## config.mk

```make
export PLATFORM = sky130hd
export DESIGN_NAME = sac_core
export DESIGN_NICKNAME = d
export VERILOG_FILES = /design/src/sac_pkg.sv /design/src/sac_core.sv /design/src/sac_fifo.sv /design/src/sac_sync.sv
export SDC_FILE = /design/constraint.sdc
export NUM_CORES = 1
export LEC_CHECK = 0
export ABC_AREA = 1
export ABC_CLOCK_PERIOD_IN_PS = 2300
export BUFFER_PORTS_ARGS = -buffer_cell sky130_fd_sc_hd__clkbuf_2
export CAP_MARGIN = 20
export CORE_UTILIZATION = 48
export CTS_BUF_LIST = sky130_fd_sc_hd__clkbuf_16
export CTS_CLUSTER_DIAMETER = 30
export DETAILED_ROUTE_END_ITERATION = 10
export PLACE_DENSITY = 0.68
export SLEW_MARGIN = 25
export SYNTH_ARGS = -nofsm -noshare
export SYNTH_HDL_FRONTEND = slang
export SYNTH_HIERARCHICAL = 1
export SYNTH_SLANG_ARGS = --single-unit
```

## constraint.sdc

```tcl
create_clock -name clk -period 2.3 [get_ports clk]
set_clock_uncertainty 0.2 [all_clocks]
set_input_delay 0.23 -clock clk [delete_from_list [all_inputs] [get_ports clk]]
set_output_delay 0.23 -clock clk [all_outputs]
set_load 0.01 [all_outputs]
```

## src/sac_pkg.sv

```systemverilog
// package: shared constants for the sar converter serial readout and offset calibration
package sac_pkg;
   // ---------------------------------------------------------------
   // code format
   // ---------------------------------------------------------------
   localparam int SAC_RES = 12;
   localparam logic [11:0] SAC_NEG_FULL_SCALE_CODE = 12'h0800;
   localparam logic [11:0] SAC_MID_SCALE_CODE = 12'h0000;
   localparam logic [11:0] SAC_POS_FULL_SCALE_CODE = 12'h07FF;
   localparam logic [11:0] SAC_OFFSET_RESET = 12'h0000;
   // ---------------------------------------------------------------
   // frame timing in serial clock falling edges
   // ---------------------------------------------------------------
   localparam logic [5:0] SAC_DATA_EDGES = 6'd14;
   localparam logic [5:0] SAC_PWRUP_CAL_EDGES = 6'd16;
   localparam logic [5:0] SAC_CAL_START_EDGE = 6'd17;
   localparam logic [5:0] SAC_CAL_DONE_EDGE = 6'd32;
   localparam logic [5:0] SAC_EDGE_MAX = 6'd63;
   // ---------------------------------------------------------------
   // host timing (host side obligations, kept for reference)
   // ---------------------------------------------------------------
   localparam real SAC_SELECT_TO_CLOCK_SETUP_NS = 15.0;
   localparam real SAC_ACQUISITION_INTERVAL_NS = 200.0;
   localparam real SAC_CLK_MHZ = 10.0;
   localparam int SAC_ACQ_CYCLES = int'($ceil(SAC_ACQUISITION_INTERVAL_NS * SAC_CLK_MHZ / 1000.0));
   // ---------------------------------------------------------------
   // buffering
   // ---------------------------------------------------------------
   localparam int SAC_FIFO_DEPTH = 16;
endpackage

```

## src/sac_core.sv

```systemverilog
// sar converter digital control: framed serial readout and offset calibration
`timescale 1ns/1ps
// Function
// - each select-low period after the first is one conversion and transfer frame.
// - select falling captures the differential sample; inputs stay disconnected while converting.
// - host serial clock alone steps conversion and shifting.
// - first bit on select fall, then a zero, then twelve result bits.
// - after fourteen clocks, data output held low while selected.
// - select rising ends the frame and floats the data output.
// - on conversion completion reconnect sampling capacitors and acquire.
// - results are twelve-bit two's complement.
// - 800 negative full scale, 000 mid, 7FF positive full scale.
// - sixteen megahertz serial clock gives one frame per microsecond.
// - calibration starts on first select fall after power-up; inputs disconnected.
// - data output held low for the whole first frame.
// - after first frame, offset calibrated or not by its clock count.
// - host may trigger calibration during normal operation.
// - offset store is not reachable through the serial interface.
// - offset store clears to zero at power-up.
// - only power cycling resets calibration; no serial command does.
// - power-up calibration completes only with at least sixteen clocks; otherwise store unchanged.
// - long frames calibrate from edge seventeen to thirty-two; shorter leave store.
// - later samples are corrected by the offset store before shifting.
module sac_core
   import sac_pkg::*;
#(
   parameter int RES = SAC_RES,
   parameter int FIFO_DEPTH = SAC_FIFO_DEPTH
) (
   // clock and power-up reset
   input wire logic clk,
   input wire logic reset,
   // serial link pins from host
   input wire logic select_n,
   input wire logic sclk,
   // serial data pin (three-state)
   output logic sdo_out,
   output logic sdo_oe,
   // sar comparator front end
   input wire logic [RES-1:0] raw_code,
   input wire logic [RES-1:0] raw_offset,
   output logic sample_hold,
   output logic inputs_connected,
   output logic cal_active,
   // status
   output logic offset_calibrated,
   output logic overflow
);
   typedef enum logic [1:0] {
      SAC_IDLE,
      SAC_FRAME
   } sac_state_e;
   typedef struct packed {
      sac_state_e state;
      logic cs_q;
      logic sck_q;
      logic first_frame;
      logic [5:0] edges;
      logic [RES+1:0] shreg;
      logic sdo;
      logic oe;
      logic converting;
      logic calibrating;
      logic [RES-1:0] offset;
      logic calibrated;
      logic ovf;
      logic load_pend;
   } sac_core_s;
   sac_core_s st_r;
   sac_core_s st_nxt;
   logic cs_s;
   logic sck_s;
   logic cs_fall;
   logic cs_rise;
   logic sck_fall;
   logic [RES-1:0] corrected;
   logic fifo_in_valid;
   logic fifo_in_ready;
   logic fifo_out_valid;
   logic fifo_out_ready;
   logic [RES-1:0] fifo_out_data;
   logic [RES+1:0] shsrc;
   logic tail_edge;
   logic data_last_edge;
   logic pwr_cal_edge;
   logic cal_start_edge;
   logic cal_done_edge;
   // ---------------------------------------------------------------
   // pin synchronisers
   // ---------------------------------------------------------------
   sac_sync #(.INIT(1'b1)) u_cs_sync (
      .clk(clk),
      .reset(reset),
      .din(select_n),
      .dout(cs_s)
   );
   // the serial clock is sampled, so each half period must span at least three clk cycles
   sac_sync #(.INIT(1'b0)) u_sck_sync (
      .clk(clk),
      .reset(reset),
      .din(sclk),
      .dout(sck_s)
   );
   assign cs_fall = st_r.cs_q && !cs_s;
   assign cs_rise = !st_r.cs_q && cs_s;
   // serial clock edges only count inside a frame
   assign sck_fall = st_r.sck_q && !sck_s && !cs_s;
   // ---------------------------------------------------------------
   // edge decode; edges holds the count of falls before this one
   // ---------------------------------------------------------------
   assign tail_edge = st_r.first_frame || (st_r.edges >= (SAC_DATA_EDGES - 6'd1));
   assign data_last_edge = !st_r.first_frame &&
                           (st_r.edges == (SAC_DATA_EDGES - 6'd1));
   assign pwr_cal_edge = st_r.first_frame &&
                         (st_r.edges == (SAC_PWRUP_CAL_EDGES - 6'd1));
   assign cal_start_edge = !st_r.first_frame &&
                           (st_r.edges == (SAC_CAL_START_EDGE - 6'd1));
   assign cal_done_edge = !st_r.first_frame &&
                          (st_r.edges == (SAC_CAL_DONE_EDGE - 6'd1));
   // ---------------------------------------------------------------
   // offset correction and sample buffer
   // ---------------------------------------------------------------
   // two's complement subtraction wraps; saturation keeps the code inside full scale
   function automatic logic [RES-1:0] sac_correct(input logic [RES-1:0] code,
                                                  input logic [RES-1:0] ofs);
      logic [RES:0] diff;
      diff = {code[RES-1], code} - {ofs[RES-1], ofs};
      if (diff[RES] != diff[RES-1]) begin
         sac_correct = diff[RES] ? SAC_NEG_FULL_SCALE_CODE : SAC_POS_FULL_SCALE_CODE;
      end else begin
         sac_correct = diff[RES-1:0];
      end
   endfunction
   assign corrected = sac_correct(raw_code, st_r.offset);
   // the sample is captured into the buffer at select fall; the shifter drains it
   assign fifo_in_valid = cs_fall && !st_r.first_frame;
   // the word pushed at select fall is popped on the next cycle, so the buffer never lags
   assign fifo_out_ready = st_r.load_pend && fifo_out_valid;
   // a fall in the same cycle as the pop shifts the fresh word, not the stale register
   assign shsrc = st_r.load_pend ? {2'b00, fifo_out_data} : st_r.shreg;
   sac_fifo #(.WIDTH(RES), .DEPTH(FIFO_DEPTH)) u_fifo (
      .clk(clk),
      .reset(reset),
      .in_valid(fifo_in_valid),
      .in_ready(fifo_in_ready),
      .in_data(corrected),
      .out_valid(fifo_out_valid),
      .out_ready(fifo_out_ready),
      .out_data(fifo_out_data),
      .flush(1'b0)
   );
   // ---------------------------------------------------------------
   // frame sequencer
   // ---------------------------------------------------------------
   always_comb begin
      st_nxt = st_r;
      st_nxt.cs_q = cs_s;
      st_nxt.sck_q = sck_s;
      unique case (st_r.state)
         SAC_IDLE: begin
            st_nxt.oe = 1'b0;
            if (cs_fall) begin
               st_nxt.state = SAC_FRAME;
               st_nxt.edges = '0;
               st_nxt.oe = 1'b1;
               if (st_r.first_frame) begin
                  st_nxt.calibrating = 1'b1;
                  st_nxt.shreg = '0;
                  st_nxt.converting = 1'b0;
               end else begin
                  st_nxt.converting = 1'b1;
                  st_nxt.load_pend = 1'b1;
                  if (!fifo_in_ready) begin
                     st_nxt.ovf = 1'b1;
                  end
               end
               st_nxt.sdo = 1'b0;
            end
         end
         SAC_FRAME: begin
            st_nxt.load_pend = 1'b0;
            st_nxt.shreg = shsrc;
            if (cs_rise) begin
               st_nxt.state = SAC_IDLE;
               st_nxt.oe = 1'b0;
               st_nxt.sdo = 1'b0;
               st_nxt.converting = 1'b0;
               st_nxt.calibrating = 1'b0;
               if (st_r.first_frame) begin
                  st_nxt.first_frame = 1'b0;
               end
            end else if (sck_fall) begin
               if (st_r.edges != SAC_EDGE_MAX) begin
                  // frame length counts serial clocks only; throughput follows the host rate
                  st_nxt.edges = 6'(st_r.edges + 1'b1);
               end
               st_nxt.shreg = {shsrc[RES:0], 1'b0};
               if (tail_edge) begin
                  st_nxt.sdo = 1'b0;
               end else begin
                  st_nxt.sdo = shsrc[RES];
               end
               if (data_last_edge) begin
                  st_nxt.converting = 1'b0;
               end
               if (pwr_cal_edge) begin
                  st_nxt.offset = raw_offset;
                  st_nxt.calibrated = 1'b1;
                  st_nxt.calibrating = 1'b0;
               end
               if (cal_start_edge) begin
                  st_nxt.calibrating = 1'b1;
               end
               if (cal_done_edge) begin
                  st_nxt.offset = raw_offset;
                  st_nxt.calibrated = 1'b1;
                  st_nxt.calibrating = 1'b0;
               end
            end
         end
         default: begin
            st_nxt.state = SAC_IDLE;
         end
      endcase
   end
   // ---------------------------------------------------------------
   // state register; only power-up reset clears calibration
   // ---------------------------------------------------------------
   always_ff @(posedge clk) begin
      if (reset) begin
         st_r.state <= SAC_IDLE;
         st_r.cs_q <= 1'b1;
         st_r.sck_q <= 1'b0;
         st_r.first_frame <= 1'b1;
         st_r.edges <= '0;
         st_r.shreg <= '0;
         st_r.sdo <= 1'b0;
         st_r.oe <= 1'b0;
         st_r.converting <= 1'b0;
         st_r.calibrating <= 1'b0;
         st_r.offset <= SAC_OFFSET_RESET;
         st_r.calibrated <= 1'b0;
         st_r.ovf <= 1'b0;
         st_r.load_pend <= 1'b0;
      end else begin
         st_r <= st_nxt;
      end
   end
   // ---------------------------------------------------------------
   // outputs; offset store has no serial path
   // ---------------------------------------------------------------
   assign sdo_out = st_r.sdo;
   assign sdo_oe = st_r.oe;
   assign sample_hold = st_r.converting;
   assign inputs_connected = !st_r.converting && !st_r.calibrating;
   assign cal_active = st_r.calibrating;
   assign offset_calibrated = st_r.calibrated;
   assign overflow = st_r.ovf;
endmodule

```

## src/sac_fifo.sv

```systemverilog
// parameterised fifo between sample capture and serial shifter
`timescale 1ns/1ps
module sac_fifo
   import sac_pkg::*;
#(
   parameter int WIDTH = SAC_RES,
   parameter int DEPTH = SAC_FIFO_DEPTH
) (
   // clock and reset
   input wire logic clk,
   input wire logic reset,
   // fill side
   input wire logic in_valid,
   output logic in_ready,
   input wire logic [WIDTH-1:0] in_data,
   // drain side
   output logic out_valid,
   input wire logic out_ready,
   output logic [WIDTH-1:0] out_data,
   // flush
   input wire logic flush
);
   localparam int AW = $clog2(DEPTH);
   typedef struct packed {
      logic [AW-1:0] wp;
      logic [AW-1:0] rp;
      logic [AW:0] cnt;
   } sac_fifo_s;
   sac_fifo_s st_r;
   sac_fifo_s st_nxt;
   logic [WIDTH-1:0] mem_r [DEPTH];
   logic push;
   logic pop;
   assign in_ready = (st_r.cnt != (AW+1)'(DEPTH));
   assign out_valid = (st_r.cnt != '0);
   assign out_data = mem_r[st_r.rp];
   assign push = in_valid && in_ready;
   assign pop = out_valid && out_ready;
   always_comb begin
      st_nxt = st_r;
      if (flush) begin
         st_nxt = '0;
      end else begin
         if (push) begin
            st_nxt.wp = AW'(st_r.wp + 1'b1);
         end
         if (pop) begin
            st_nxt.rp = AW'(st_r.rp + 1'b1);
         end
         if (push && !pop) begin
            st_nxt.cnt = (AW+1)'(st_r.cnt + 1'b1);
         end else if (pop && !push) begin
            st_nxt.cnt = (AW+1)'(st_r.cnt - 1'b1);
         end
      end
   end
   always_ff @(posedge clk) begin
      if (reset) begin
         st_r <= '0;
      end else begin
         st_r <= st_nxt;
      end
      if (push && !flush) begin
         mem_r[st_r.wp] <= in_data;
      end
   end
endmodule

```

## src/sac_sync.sv

```systemverilog
// two flip-flop synchroniser for one pin level
`timescale 1ns/1ps
module sac_sync
   import sac_pkg::*;
#(
   parameter logic INIT = 1'b0
) (
   // clock and reset
   input wire logic clk,
   input wire logic reset,
   // level in and out
   input wire logic din,
   output logic dout
);
   typedef struct packed {
      logic meta;
      logic sync;
   } sac_sync_s;
   sac_sync_s st_r;
   sac_sync_s st_nxt;
   always_comb begin
      st_nxt.meta = din;
      st_nxt.sync = st_r.meta;
   end
   always_ff @(posedge clk) begin
      if (reset) begin
         st_r <= {INIT, INIT};
      end else begin
         st_r <= st_nxt;
      end
   end
   assign dout = st_r.sync;
endmodule
```

# After elaboration in Yosys (flattened, before gate mapping)
# Memories as Yosys holds them, arrays and structs flattened. A register that Yosys moved wholly into a read port is not among the register bits.
# Cells that the tools add are included.
[word_totals] elab_cells=122 ram_bits=192 reg_bits=61 mem_count=1
[op_classes] n_reduce_logical=40 n_mux=32 eq_ne=18 addsub=6 bitwise=3 n_lt_le_gt_ge=1
[memory_table] name="u_fifo.mem_r" words=16 width=12 rd=1 rd_ports_with_merged_regs=1 write_ports=1 line="sac_fifo.sv:31" rtl="logic [WIDTH-1:0] mem_r [DEPTH];"
[op_table] op="2-to-1 mux 14 bit" n=4
[op_table] op="one-hot mux 24 bit (2 select lines)" n=1
[op_table] op="2-to-1 mux 12 bit" n=2
[op_table] op="2-to-1 mux 24 bit" n=1
[op_table] op="2-to-1 mux 21 bit" n=1
[op_table] op="2-to-1 mux 20 bit" n=1
[op_table] op="logical AND 1 bit" n=15
[op_table] op="2-to-1 mux 15 bit" n=1
[op_table] op="!= test 2 bit, second input constant" n=7
[op_table] op="subtractor 12 x 12 -> 13 bit" n=1
[op_table] op="== test 6 x 4 -> 1 bit, second input constant" n=2
[op_table] op="== test 6 x 5 -> 1 bit, second input constant" n=2
[op_table] op="AND reduction 4 bit" n=3
[op_table] op="2-to-1 mux 1 bit" n=11
[op_table] op="2-to-1 mux 5 bit" n=2
[op_table] op="!= test 5 bit, second input constant" n=2
[op_table] op="AND reduction 5 bit" n=2
[op_table] op="AND reduction 3 bit" n=3
[op_table] op="adder 4 x 1 -> 4 bit, second input constant" n=2
[op_table] op="zero test 1 bit" n=8
[op_table] op="2-to-1 mux 4 bit" n=2
[op_table] op="adder 6 x 1 -> 6 bit, second input constant" n=1
[op_table] op="greater-or-equal comparator 6 x 4 -> 1 bit, second input constant" n=1
[op_table] op="2-to-1 mux 2 bit" n=3
[op_table] op="15 further kinds" n=22

# Depth between registers and ports, before layout
# Gate-level depths: netlist of the first run.
[depth] ltp_word=8 ltp_mapped=15 depth_no_buf=15

# By module
# The synthesis of the first run kept the hierarchy.
[modules_own_cells] module="sac_fifo" n_inst=1 cells_each=918 area_each_um2=9191.3 seq_area_each_um2=6105.9
[modules_own_cells] module="sac_core" n_inst=1 cells_each=453 area_each_um2=2813.9 seq_area_each_um2=840.8
[modules_own_cells] module="sac_sync (u_cs_sync)" n_inst=1 cells_each=7 area_each_um2=58.8 seq_area_each_um2=40.0
[modules_own_cells] module="sac_sync (u_sck_sync)" n_inst=1 cells_each=6 area_each_um2=55.1 seq_area_each_um2=40.0

# Worst setup path after synthesis of the first run
# Ideal clock, no wire load.
[synth_path] path_type="register to register" startpoint="register, netlist name st_r[41]" endpoint="memory u_fifo/mem_r[15][0] in the netlist's numbering, enable pin" path_buffers=0 arrival_ps=1894 setup_time_ps=396 period_less_slack_ps=2490 required_time_ps=1704 path_stages_with_launch=9 path_slack_ps=-190 cell_sequence="dfxtp_1 inv_1 nor2_1 inv_1 nor2_1 nand2_1 inv_1 nand2_1 nor3_1"
[synth_lines] item="end: declaration" line="sac_fifo.sv:31"

==> qor.yml, run 1 <==
outcome: "complete, but fails checks"
violations: "negative setup slack"
p_leak_nw: 7.05
path_delay_family: "simple AND/OR/NAND/NOR gates"
largest_register_ffs: 192
maxSlewViolCount: 0
crit_path_start: "st_r[10]"
antenna_found_initial: 0
total_power_mw: 12.9
largest_registers: "u_fifo/mem_r: 192 flops, st_r: 36 flops, u_fifo/st_r: 13 flops"
grt_pass1_wl_mm: 51.0
yosysSeqAreaShare_pct: 58.0
routed_wl_mm: 32.6
yosysMostFrequentCell: "nand2_1"
track_usage_pct: 25.6
worstMarginPinSlew_ns: 0.554
htreeDepth: 2
yosys.area.top_type: "edfxtp_1"
synthesis.area_mm2: 0.0121
ctsLongestPathBuffers: 3
ys_types: 36
slowest_stage: "dfxtp_1"
synth-async-reset-ratio_pct: 0
die_y_um: 161
synthFlopType: "edfxtp_1"
critPathMaxFanout: 8
worstSkewPairLatency_ns: 0.55
cts_made_buffers: 51
routedWlPerCell_um: 17.0
critPathRequiredTime_ns: 2.39
netlist.area_leader.share_pct: 47.6
drcViolationCount: 0
first_pass_iters: 8
worst_slack_ns: -0.0157
drive_gt1_share_pct: 21.0
hp-start: "select_n"
finalCritPeriodShare_pct: 101
synth_cells: 1384
layout_min_cycle_time_ns: 2.32
maxCapViolCount: 0
setup_violations: 100
via_count: 9924
cts-root-buf: "clkbuf_16"
synth_area_leaders: "edfxtp_1 (48%), nand2_1 (13%), dfxtp_1 (10%)"
cellPowerDensity_mw_per_mm2: 802
ant_nets: 0
crit_arrival_ns: 2.41
crit_chain: "inv_1 > ha_4 > nand2_1 > inv_1 > nand2_1 > nand2_1 > nand2_1 > nand3_1 > nand2_2 > nand2_4 > nand2_2 > buf_6 > nand2_4 > nand2_8"
grt_pass1_vias: 9909
die_x_um: 161
largest-register: "u_fifo/mem_r"
synth_seq_cells: 255
io_pins: 35
clk_pin_slew_worst_paths_ns: 0.05
endpoint_kind: "flop"
io_buffers: 34
max_freq_mhz: 432
n_antenna_cell: 0
dieArea_mm2: 0.0259
gp_congestion: 0.864
irDropWorstVdd_v: 0.000600
hp-class: "input pin to flop"
reg2reg_from: "st_r[10]"
critical_path_class: "flop to flop"
grt_overflow: 0
grt_setup_unrepaired: "yes"
area_delta_synth_final_pct: 32.3
synth-edff-count: 192
rows: 57
core_mm2: 0.0245
clock_sinks: 255
dpl.hpwl_mm: 18.9
slowest_delay_ns: 0.31
path_buf_inv: 3
syn_avg_cell_area_um2: 8.76
cts_tree: "done"
placed_cell_area_mm2: 0.0135
finalHoldWorstSlack_ns: 0.186
slew_headroom_pct: 62.8
initial_core_util_pct: 49.4
crit_path_frequent_cell: "nand2_1"
grt_max_degree: 53
fin_area_mm2: 0.0160
layout.nets: 1609
drt_first_iter_violations: 937
synthTopCellsByCount: "nand2_1 (430), inv_1 (239), edfxtp_1 (192)"
finalHoldViolations: 0
setup.worst_path.start_class: "flop"
vias_per_cell: 5.17
ys_warn_count: 6
==> path summary, 6_finish.rpt <==
| kind | to | slack [ns] | depth (start not counted) |
|---|---|---|---|
| setup / recovery | u_fifo/mem_r[7][10] | -0.02 | 14 |
| hold / removal | u_cs_sync/st_nxt[0] | 0.19 | 4 |
| setup reg to reg | u_fifo/mem_r[7][10] | -0.02 | 14 |
| hold reg to reg | u_sck_sync/dout | 0.21 | 2 |
==> metal layers <==
metal  track usage [%]  up-vias  part of all wire [%]
met5                 0        -                     0
li1                  -     4777                     -
met2              42.9      395                    49
met1              32.0     4648                    40
met4              12.2        0                   3.9
met3              4.47      104                   7.3
==> cells by family after synthesis <==
group	synth area share, %
other cells	0.0309
simple gates	24.2
fa+ha+maj	2.91
flops	58.0
compound gates	3.85
mux	0.0826
buf+inv	10.2
xor+xnor	0.795
==> worst min-delay path, cell delays in order <==
cell and delay [ns]:
dlygate4sd3_1 0.52, clkbuf_2 0.10, inv_1 0.03, nand2_1 0.04
==> timing repair <==
action / 4_1_cts / 5_1_grt
buffers inserted: 3 / 6
pin swaps: 14 / 16
endpoints found under the setup margin: 178 / 194
cloned: 10 / 0
gates resized for setup: 52 / 50
hold endpoints to repair: 26 / 0
hold buffers: 16 / 0
==> power by group <==
part	switching [mW]	internal, mW	leakage (nW)
Sequential	0.00509	5.07	2.23
Clock	2.47	4.55	0.834
Combinational	0.477	0.293	3.99
==> cell type report <==
cell class / count / area, um^2
Multi-Input combinational cell: 843 / 4530
Tap cell: 324 / 405
Inverter: 246 / 931
Fill cell: 1800 / 8510
Clock inverter: 43 / 362
Clock buffer: 53 / 1330
Sequential cell: 255 / 7040
Timing Repair Buffer: 157 / 1440
==> stage by stage <==
stage | TNS [ns] | worst slack, ns | std cells | util [%]
2_1_floorplan | -4.50 | -0.0938 | 1386 | -
3_3_place_gp | -9.21 | -0.0941 | 1790 | 55.0
3_5_place_dp | -16.23 | -0.133 | 1790 | 55.0
4_1_cts | -2.71 | -0.0420 | 1915 | 64.0
5_1_grt | -15.51 | -0.116 | 1921 | 65.3
6_report | -0.758 | -0.0157 | 1921 | 65.3
==> layout by cell type (no fill, tap or decap), drive strengths merged, types with 5 or more instances in the layout <==
cell	count
a21oi	40
buf	107
clkbuf	87
clkinv	17
clkinvlp	9
dfxtp	63
dlygate4sd3	16
edfxtp	192
ha	25
inv	260
nand2	441
nand3	175
nand4	5
nor2	84
nor3	6
o21ai	36
xor2	9
(Power assumes the default switching activity.)
==> inputs of run 2 (changes only) <==
--- a/config.mk
+++ b/config.mk
@@ -9,6 +9,7 @@
 export ABC_CLOCK_PERIOD_IN_PS = 2300
 export BUFFER_PORTS_ARGS = -buffer_cell sky130_fd_sc_hd__clkbuf_2
 export CAP_MARGIN = 20
+export CORE_ASPECT_RATIO = 0.9
 export CORE_UTILIZATION = 48
 export CTS_BUF_LIST = sky130_fd_sc_hd__clkbuf_16
 export CTS_CLUSTER_DIAMETER = 30
==> qor.yml, run 2 (synthesis gave the netlist of run 1 again) <==
reg2reg_from: "st_r[3]"  # was st_r[10]
stdcell_count: 1933  # was 1921
setup_violations: 52  # was 100
cts_tree: "done"  # unchanged
routedWlPerCell_um: 16.4  # was 17.0 um
vias_per_cell: 5.02  # was 5.17
final_common_cell: "nand2_1"  # unchanged
violations: "negative setup slack"  # unchanged
drt_first_iter_violations: 808  # was 937
cts-root-buf: "clkbuf_16"  # unchanged
max_freq_mhz: 432  # about the same
slowest_delay_ns: 0.35  # was 0.31 ns
largest_register_ffs: 192  # unchanged
io_pins: 35  # unchanged
dieArea_mm2: 0.0259  # about the same
crit_end: "u_fifo/mem_r[6][0]"  # was u_fifo/mem_r[7][10]
netSwitchingPower_mw: 3.04  # was 2.95 mW
intPower_mw: 10.1  # was 9.91 mW
cellPowerDensity_mw_per_mm2: 829  # was 802 mW/mm^2
setup.worst_path.start_class: "flop"  # unchanged
finalCritPeriodShare_pct: 101  # about the same
critical_path_class: "flop to flop"  # unchanged
path_delay_family: "simple AND/OR/NAND/NOR gates"  # unchanged
crit_path_start: "st_r[3]"  # was st_r[10]
worst_slack_ns: -0.0138  # was -0.0157 ns
layout.nets: 1610  # was 1609
layout_common_cells: "nand2_1 (401), inv_1 (233), edfxtp_1 (192), nand3_1 (169), buf_4 (90)"  # was nand2_1 (398), inv_1 (236), edfxtp_1 (192), nand3_1 (170), buf_4 (78)
rows: 54  # was 57
wl_met1_mm: 13.0  # was 13.1 mm
initial_core_util_pct: 49.4  # about the same
antenna_found_initial: 0  # unchanged
core_mm2: 0.0245  # about the same
critPathRequiredTime_ns: 2.39  # about the same
reg2reg_slack_ns: -0.01  # was -0.02 ns
irDropWorstVdd_v: 0.000643  # was 0.000600 V
htreeDepth: 2  # unchanged
layout_min_cycle_time_ns: 2.31  # was 2.32 ns
io_buffers: 34  # unchanged
grt_overflow: 0  # unchanged
die_x_um: 169  # was 161 um
finalHoldViolations: 0  # unchanged
dpl.hpwl_mm: 18.7  # was 18.9 mm
crit_cells: 13  # was 14
grt_setup_unrepaired: "yes"  # unchanged
grt_pass1_vias: 9396  # was 9909
outcome: "complete, but fails checks"  # unchanged
switching_share_pct: 23.1  # was 22.9%
wl_met3_mm: 2.21  # was 2.40 mm
cts_made_buffers: 51  # unchanged
hp-class: "input pin to flop"  # unchanged
clockPowerShare_pct: 56.4  # was 54.6%
utilization_pct: 64.7  # was 65.3%
endpoint_kind: "flop"  # unchanged
path_buf_inv: 3  # unchanged
grt_pass1_wl_mm: 49.3  # was 51.0 mm
p_leak_nw: 7.03  # was 7.05 nW
comb_power_share_pct: 5.1  # was 6.0%
r2r_cells: 13  # was 14
crit_chain: "ha_4 > inv_2 > fa_2 > nand3_2 > nand2_2 > nand3_2 > nand4_1 > nand2_4 > nand2_2 > buf_6 > nand2_1 > nand2_2 > buf_6"  # was inv_1 > ha_4 > nand2_1 > inv_1 > nand2_1 > nand2_1 > nand2_1 > nand3_1 > nand2_2 > nand2_4 > nand2_2 > buf_6 > nand2_4 > nand2_8
crit_arrival_ns: 2.41  # about the same
reg2reg_to: "u_fifo/mem_r[6][0]"  # was u_fifo/mem_r[7][10]
post-place-cells: 1809  # was 1790
ant_nets: 0  # unchanged
n_antenna_cell: 0  # unchanged
area_delta_synth_final_pct: 30.9  # was 32.3%
via_count: 9712  # was 9924
critPathMaxFanout: 8  # unchanged
routed_wl_mm: 31.6  # was 32.6 mm
maxCapViolCount: 0  # unchanged
total_power_mw: 13.2  # was 12.9 mW
largest_registers: "u_fifo/mem_r: 192 flops, st_r: 36 flops, u_fifo/st_r: 13 flops"  # unchanged
first_pass_iters: 7  # was 8
dp_slack_ns: -0.0969  # was -0.133 ns
track_usage_pct: 24.8  # was 25.6%
crit_path_frequent_cell: "nand2_2"  # was nand2_1
drive_gt1_share_pct: 20.5  # was 21.0%
ctsLongestPathBuffers: 3  # unchanged
drcViolationCount: 0  # unchanged
topRoutingLayerUsed: "met4"  # unchanged
largest-register: "u_fifo/mem_r"  # unchanged
wl_met2_mm: 15.2  # was 15.9 mm
fin_area_mm2: 0.0159  # was 0.0160 mm^2
die_y_um: 153  # was 161 um
worstSkewPairLatency_ns: 0.57  # was 0.55 ns
clk_pin_slew_worst_paths_ns: 0.05  # about the same
maxSlewViolCount: 0  # unchanged
gp_congestion: 0.841  # was 0.864
seq_power_share_pct: 38.6  # was 39.5%
placed_cell_area_mm2: 0.0135  # about the same
clock_sinks: 255  # unchanged
grt_max_degree: 60  # was 53
slowest_stage: "dfxtp_2"  # was dfxtp_1
run 2: cell count changes in the layout (fill, tap and decap cells not counted), sizes merged:
cell         before  now
clkinvlp          9    8
buf             107  109
clkinv           17   15
bufinv            3    6
inv             260  261
nand2           441  439
dlygate4sd3      16   17
clkbuf           87   85
run 2: stage by stage:
stage	hold slack, ns	setup TNS [ns]
after floorplan	0.101	-4.50
after global placement	0.193	-7.72
after detailed placement	0.220	-13.05
after CTS	0.155	-1.94
after global routing	0.214	-9.70
final	0.194	-0.285
run 2: what timing repair did:
item                                    CTS  global route
buffers inserted                          2             3
hold buffers                             17             0
gates cloned                              4             3
endpoints found under the setup margin  178           188
pin swaps                                 8            11
endpoints found under the hold margin    27             0
resized for setup                        29            41
run 2: power by group through the flow:
stage / Combinational (mW) / Clock, mW / Sequential (mW)
global route: 0.729 / 7.72 / 5.07
floorplan: 0.299 / 0 / 5.16
detailed placement: 0.505 / 0 / 5.16
finish: 0.668 / 7.41 / 5.07
global placement: 0.493 / 0 / 5.16
CTS: 0.587 / 7.49 / 5.07
run 2: tightest hold or removal path: cells and delay by family:
| family | cells | cell delay (ns) |
|---|---|---|
| adder cells (fa/ha/maj) | 1 | 0.25 |
| buffers and inverters | 1 | 0.11 |
| AND/OR/NAND/NOR | 2 | 0.22 |
run 2: how the worst min path moves through the flow:
| stage | from | to | slack (ns) | depth (start not counted) |
|---|---|---|---|---|
| 2_1_floorplan | reset | u_sck_sync/st_nxt[0] | 0.10 | 1 |
| 4_1_cts | raw_code[1] | u_fifo/mem_r[4][1] | 0.15 | 4 |
| 5_1_grt | raw_code[1] | u_fifo/mem_r[8][1] | 0.21 | 4 |
| 3_3_place_gp | u_sck_sync/st_nxt[0] | u_sck_sync/dout | 0.19 | 2 |
| 6_report | raw_code[1] | u_fifo/mem_r[8][1] | 0.19 | 4 |
| 3_5_place_dp | u_cs_sync/st_nxt[0] | u_cs_sync/dout | 0.22 | 2 |
run 2: layout make-up:
| cell class | instances | area [um^2] |
|---|---|---|
| Clock buffer | 51 | 1280 |
| Fill cell | 1863 | 8660 |
| Timing Repair Buffer | 160 | 1370 |
| Tap cell | 336 | 420 |
| Inverter | 246 | 928 |
| Clock inverter | 44 | 472 |
| Sequential cell | 255 | 7040 |
| Multi-Input combinational cell | 841 | 4360 |
run 2: routing by layer:
metal | global-route usage [%] | vias to the layer above
met5 | 0 | -
met4 | 11.2 | 0
met3 | 4.21 | 95
met2 | 41.1 | 363
met1 | 32.0 | 4467
li1 | - | 4787
==> inputs of run 3 (changes only) <==
--- a/config.mk
+++ b/config.mk
@@ -9,12 +9,14 @@
 export ABC_CLOCK_PERIOD_IN_PS = 2300
 export BUFFER_PORTS_ARGS = -buffer_cell sky130_fd_sc_hd__clkbuf_2
 export CAP_MARGIN = 20
+export CELL_PAD_IN_SITES_DETAIL_PLACEMENT = 0
+export CELL_PAD_IN_SITES_GLOBAL_PLACEMENT = 1
 export CORE_ASPECT_RATIO = 0.9
-export CORE_UTILIZATION = 48
+export CORE_UTILIZATION = 44
 export CTS_BUF_LIST = sky130_fd_sc_hd__clkbuf_16
 export CTS_CLUSTER_DIAMETER = 30
 export DETAILED_ROUTE_END_ITERATION = 10
-export PLACE_DENSITY = 0.68
+export PLACE_DENSITY = 0.78
 export SLEW_MARGIN = 25
 export SYNTH_ARGS = -nofsm -noshare
 export SYNTH_HDL_FRONTEND = slang
==> qor.yml, run 3 (synthesis gave the netlist of run 1 again) <==
cts_made_buffers: 52  # was 51
rows: 57  # was 54
io_pins: 35  # unchanged
largest_register_ffs: 192  # unchanged
clk_pin_slew_worst_paths_ns: 0.05  # about the same
routed_wl_mm: 32.0  # was 31.6 mm
reg2reg_from: "st_r[3]"  # unchanged
worstSkewPairLatency_ns: 0.56  # was 0.57 ns
worst_slack_ns: -0.0225  # was -0.0138 ns
finalCritPeriodShare_pct: 101  # about the same
io_buffers: 34  # unchanged
layout_common_cells: "nand2_1 (406), inv_1 (234), edfxtp_1 (192), nand3_1 (169), buf_4 (81)"  # was nand2_1 (401), inv_1 (233), edfxtp_1 (192), nand3_1 (169), buf_4 (90)
cellPowerDensity_mw_per_mm2: 826  # was 829 mW/mm^2
routedWlPerCell_um: 16.4  # about the same
antenna_found_initial: 0  # unchanged
stdcell_count: 1948  # was 1933
hp-class: "flop to flop"  # was input pin to flop
endpoint_kind: "flop"  # unchanged
finalHoldViolations: 0  # unchanged
slew_headroom_pct: 51.9
layout_min_cycle_time_ns: 2.32  # was 2.31 ns
gp_congestion: 0.812  # was 0.841
setup.worst_path.start_class: "flop"  # unchanged
grt_max_degree: 52  # was 60
die_x_um: 177  # was 169 um
grt_pass1_wl_mm: 48.9  # was 49.3 mm
critical_path_class: "flop to flop"  # unchanged
max_freq_mhz: 431  # was 432 MHz
layout.nets: 1606  # was 1610
total_power_mw: 13.2  # about the same
irDropWorstVdd_v: 0.000658  # was 0.000643 V
drive_gt1_share_pct: 20.5  # about the same
drcViolationCount: 0  # unchanged
worstMarginPinSlew_ns: 0.721
grt_overflow: 0  # unchanged
wl_met2_mm: 14.9  # was 15.2 mm
slowest_delay_ns: 0.39  # was 0.35 ns
via_count: 9419  # was 9712
core_mm2: 0.0270  # was 0.0245 mm^2
die_y_um: 159  # was 153 um
slowest_stage: "fa_2"  # was dfxtp_2
largest_registers: "u_fifo/mem_r: 192 flops, st_r: 36 flops, u_fifo/st_r: 13 flops"  # unchanged
initial_core_util_pct: 44.8  # was 49.4%
critPathRequiredTime_ns: 2.37  # was 2.39 ns
clock_sinks: 255  # unchanged
ctsLongestPathBuffers: 3  # unchanged
critPathMaxFanout: 16  # was 8
wl_met1_mm: 14.4  # was 13.0 mm
cts-root-buf: "clkbuf_16"  # unchanged
area_delta_synth_final_pct: 31.7  # was 30.9%
first_pass_iters: 5  # was 7
wl_met3_mm: 1.92  # was 2.21 mm
dieArea_mm2: 0.0282  # was 0.0259 mm^2
outcome: "complete, but fails checks"  # unchanged
maxCapViolCount: 0  # unchanged
post-place-cells: 1825  # was 1809
crit_path_start: "st_r[3]"  # unchanged
crit_chain: "ha_4 > inv_2 > fa_2 > nand3_2 > nand2_2 > nand3_2 > nand4_1 > nand2_4 > nand2_2 > buf_12 > nand2_1 > nand2_4"  # was ha_4 > inv_2 > fa_2 > nand3_2 > nand2_2 > nand3_2 > nand4_1 > nand2_4 > nand2_2 > buf_6 > nand2_1 > nand2_2 > buf_6
ant_nets: 0  # unchanged
track_usage_pct: 22.9  # was 24.8%
grt_pass1_vias: 9012  # was 9396
final_common_cell: "nand2_1"  # unchanged
n_antenna_cell: 0  # unchanged
drt_first_iter_violations: 679  # was 808
setup_violations: 51  # was 52
violations: "negative setup slack"  # unchanged
cts_tree: "done"  # unchanged
vias_per_cell: 4.84  # was 5.02
crit_arrival_ns: 2.39  # was 2.41 ns
largest-register: "u_fifo/mem_r"  # unchanged
grt_setup_unrepaired: "yes"  # unchanged
maxSlewViolCount: 0  # unchanged
dpl.hpwl_mm: 19.2  # was 18.7 mm
topRoutingLayerUsed: "met4"  # unchanged
p_leak_nw: 7.07  # was 7.03 nW
htreeDepth: 2  # unchanged
hp-start: "u_sck_sync/st_nxt[0]"  # was raw_code[1]
-- run 3: cell types whose count changed in the layout (fill, tap and decap cells not counted), moves of 3 or more --
cell	before	now
clkinv_1	5	2
clkinv_4	5	9
buf_12	16	24
clkinvlp_4	8	4
nand2_4	17	10
nand2_1	401	406
buf_4	90	81
-- run 3: what timing repair did --
item                       4_1_cts  5_1_grt
gates resized for setup         24       41
hold endpoints to repair        27        0
buffers inserted                 2        3
pin swaps                        5       16
hold buffers                    17        0
setup endpoints to repair      178      181
gates cloned                     1        3
-- run 3: through the flow --
| stage | TNS (ns) | setup WS (ns) | area (um^2) | util [%] | hold slack, ns |
|---|---|---|---|---|---|
| 2_1_floorplan | -4.50 | -0.0938 | 12200 | - | 0.101 |
| 3_3_place_gp | -21.39 | -0.187 | 13600 | 50.4 | 0.189 |
| 3_5_place_dp | -20.32 | -0.165 | 13600 | 50.4 | 0.196 |
| 4_1_cts | 0 | 0.000729 | 15700 | 58.1 | 0.201 |
| 5_1_grt | -9.49 | -0.0894 | 16000 | 59.0 | 0.210 |
| 6_report | -0.466 | -0.0225 | 16000 | 59.0 | 0.202 |
-- run 3: metal layers --
| layer | vias up | track usage, % |
|---|---|---|
| li1 | 4773 | - |
| met5 | - | 0 |
| met1 | 4306 | 30.5 |
| met4 | 0 | 7.52 |
| met2 | 270 | 37.2 |
| met3 | 70 | 4.49 |
-- run 3: report_power, final --
group | switching [mW] | total (mW) | internal (mW)
combinational | 0.394 | 0.637 | 0.243
clock | 2.59 | 7.47 | 4.87
sequential | 0.00578 | 5.07 | 5.07
total | 2.99 | 13.2 | 10.2
-- run 3: path summary, 6_finish.rpt --
check | to | slack (ns) | cells past startpoint
setup / recovery | u_fifo/mem_r[6][1] | -0.02 | 12
hold / removal | u_sck_sync/dout | 0.20 | 2
setup reg to reg | u_fifo/mem_r[6][1] | -0.02 | 12
hold reg to reg | u_sck_sync/dout | 0.20 | 2
-- run 3: layout make-up --
cell class,instances,area [um^2]
Multi-Input combinational cell,838,4320
Tap cell,354,443
Sequential cell,255,7040
Clock inverter,45,470
Inverter,246,931
Fill cell,2282,11100
Clock buffer,52,1300
Timing Repair Buffer,158,1450
-- run 3: worst max-delay path: cells and delay by family (launching register included) --
family	cells	cell delay, ns
adders and majority gates	2	0.53
buffers and inverters	2	0.19
DFF	1	0.35
and+or+nand+nor	8	0.78
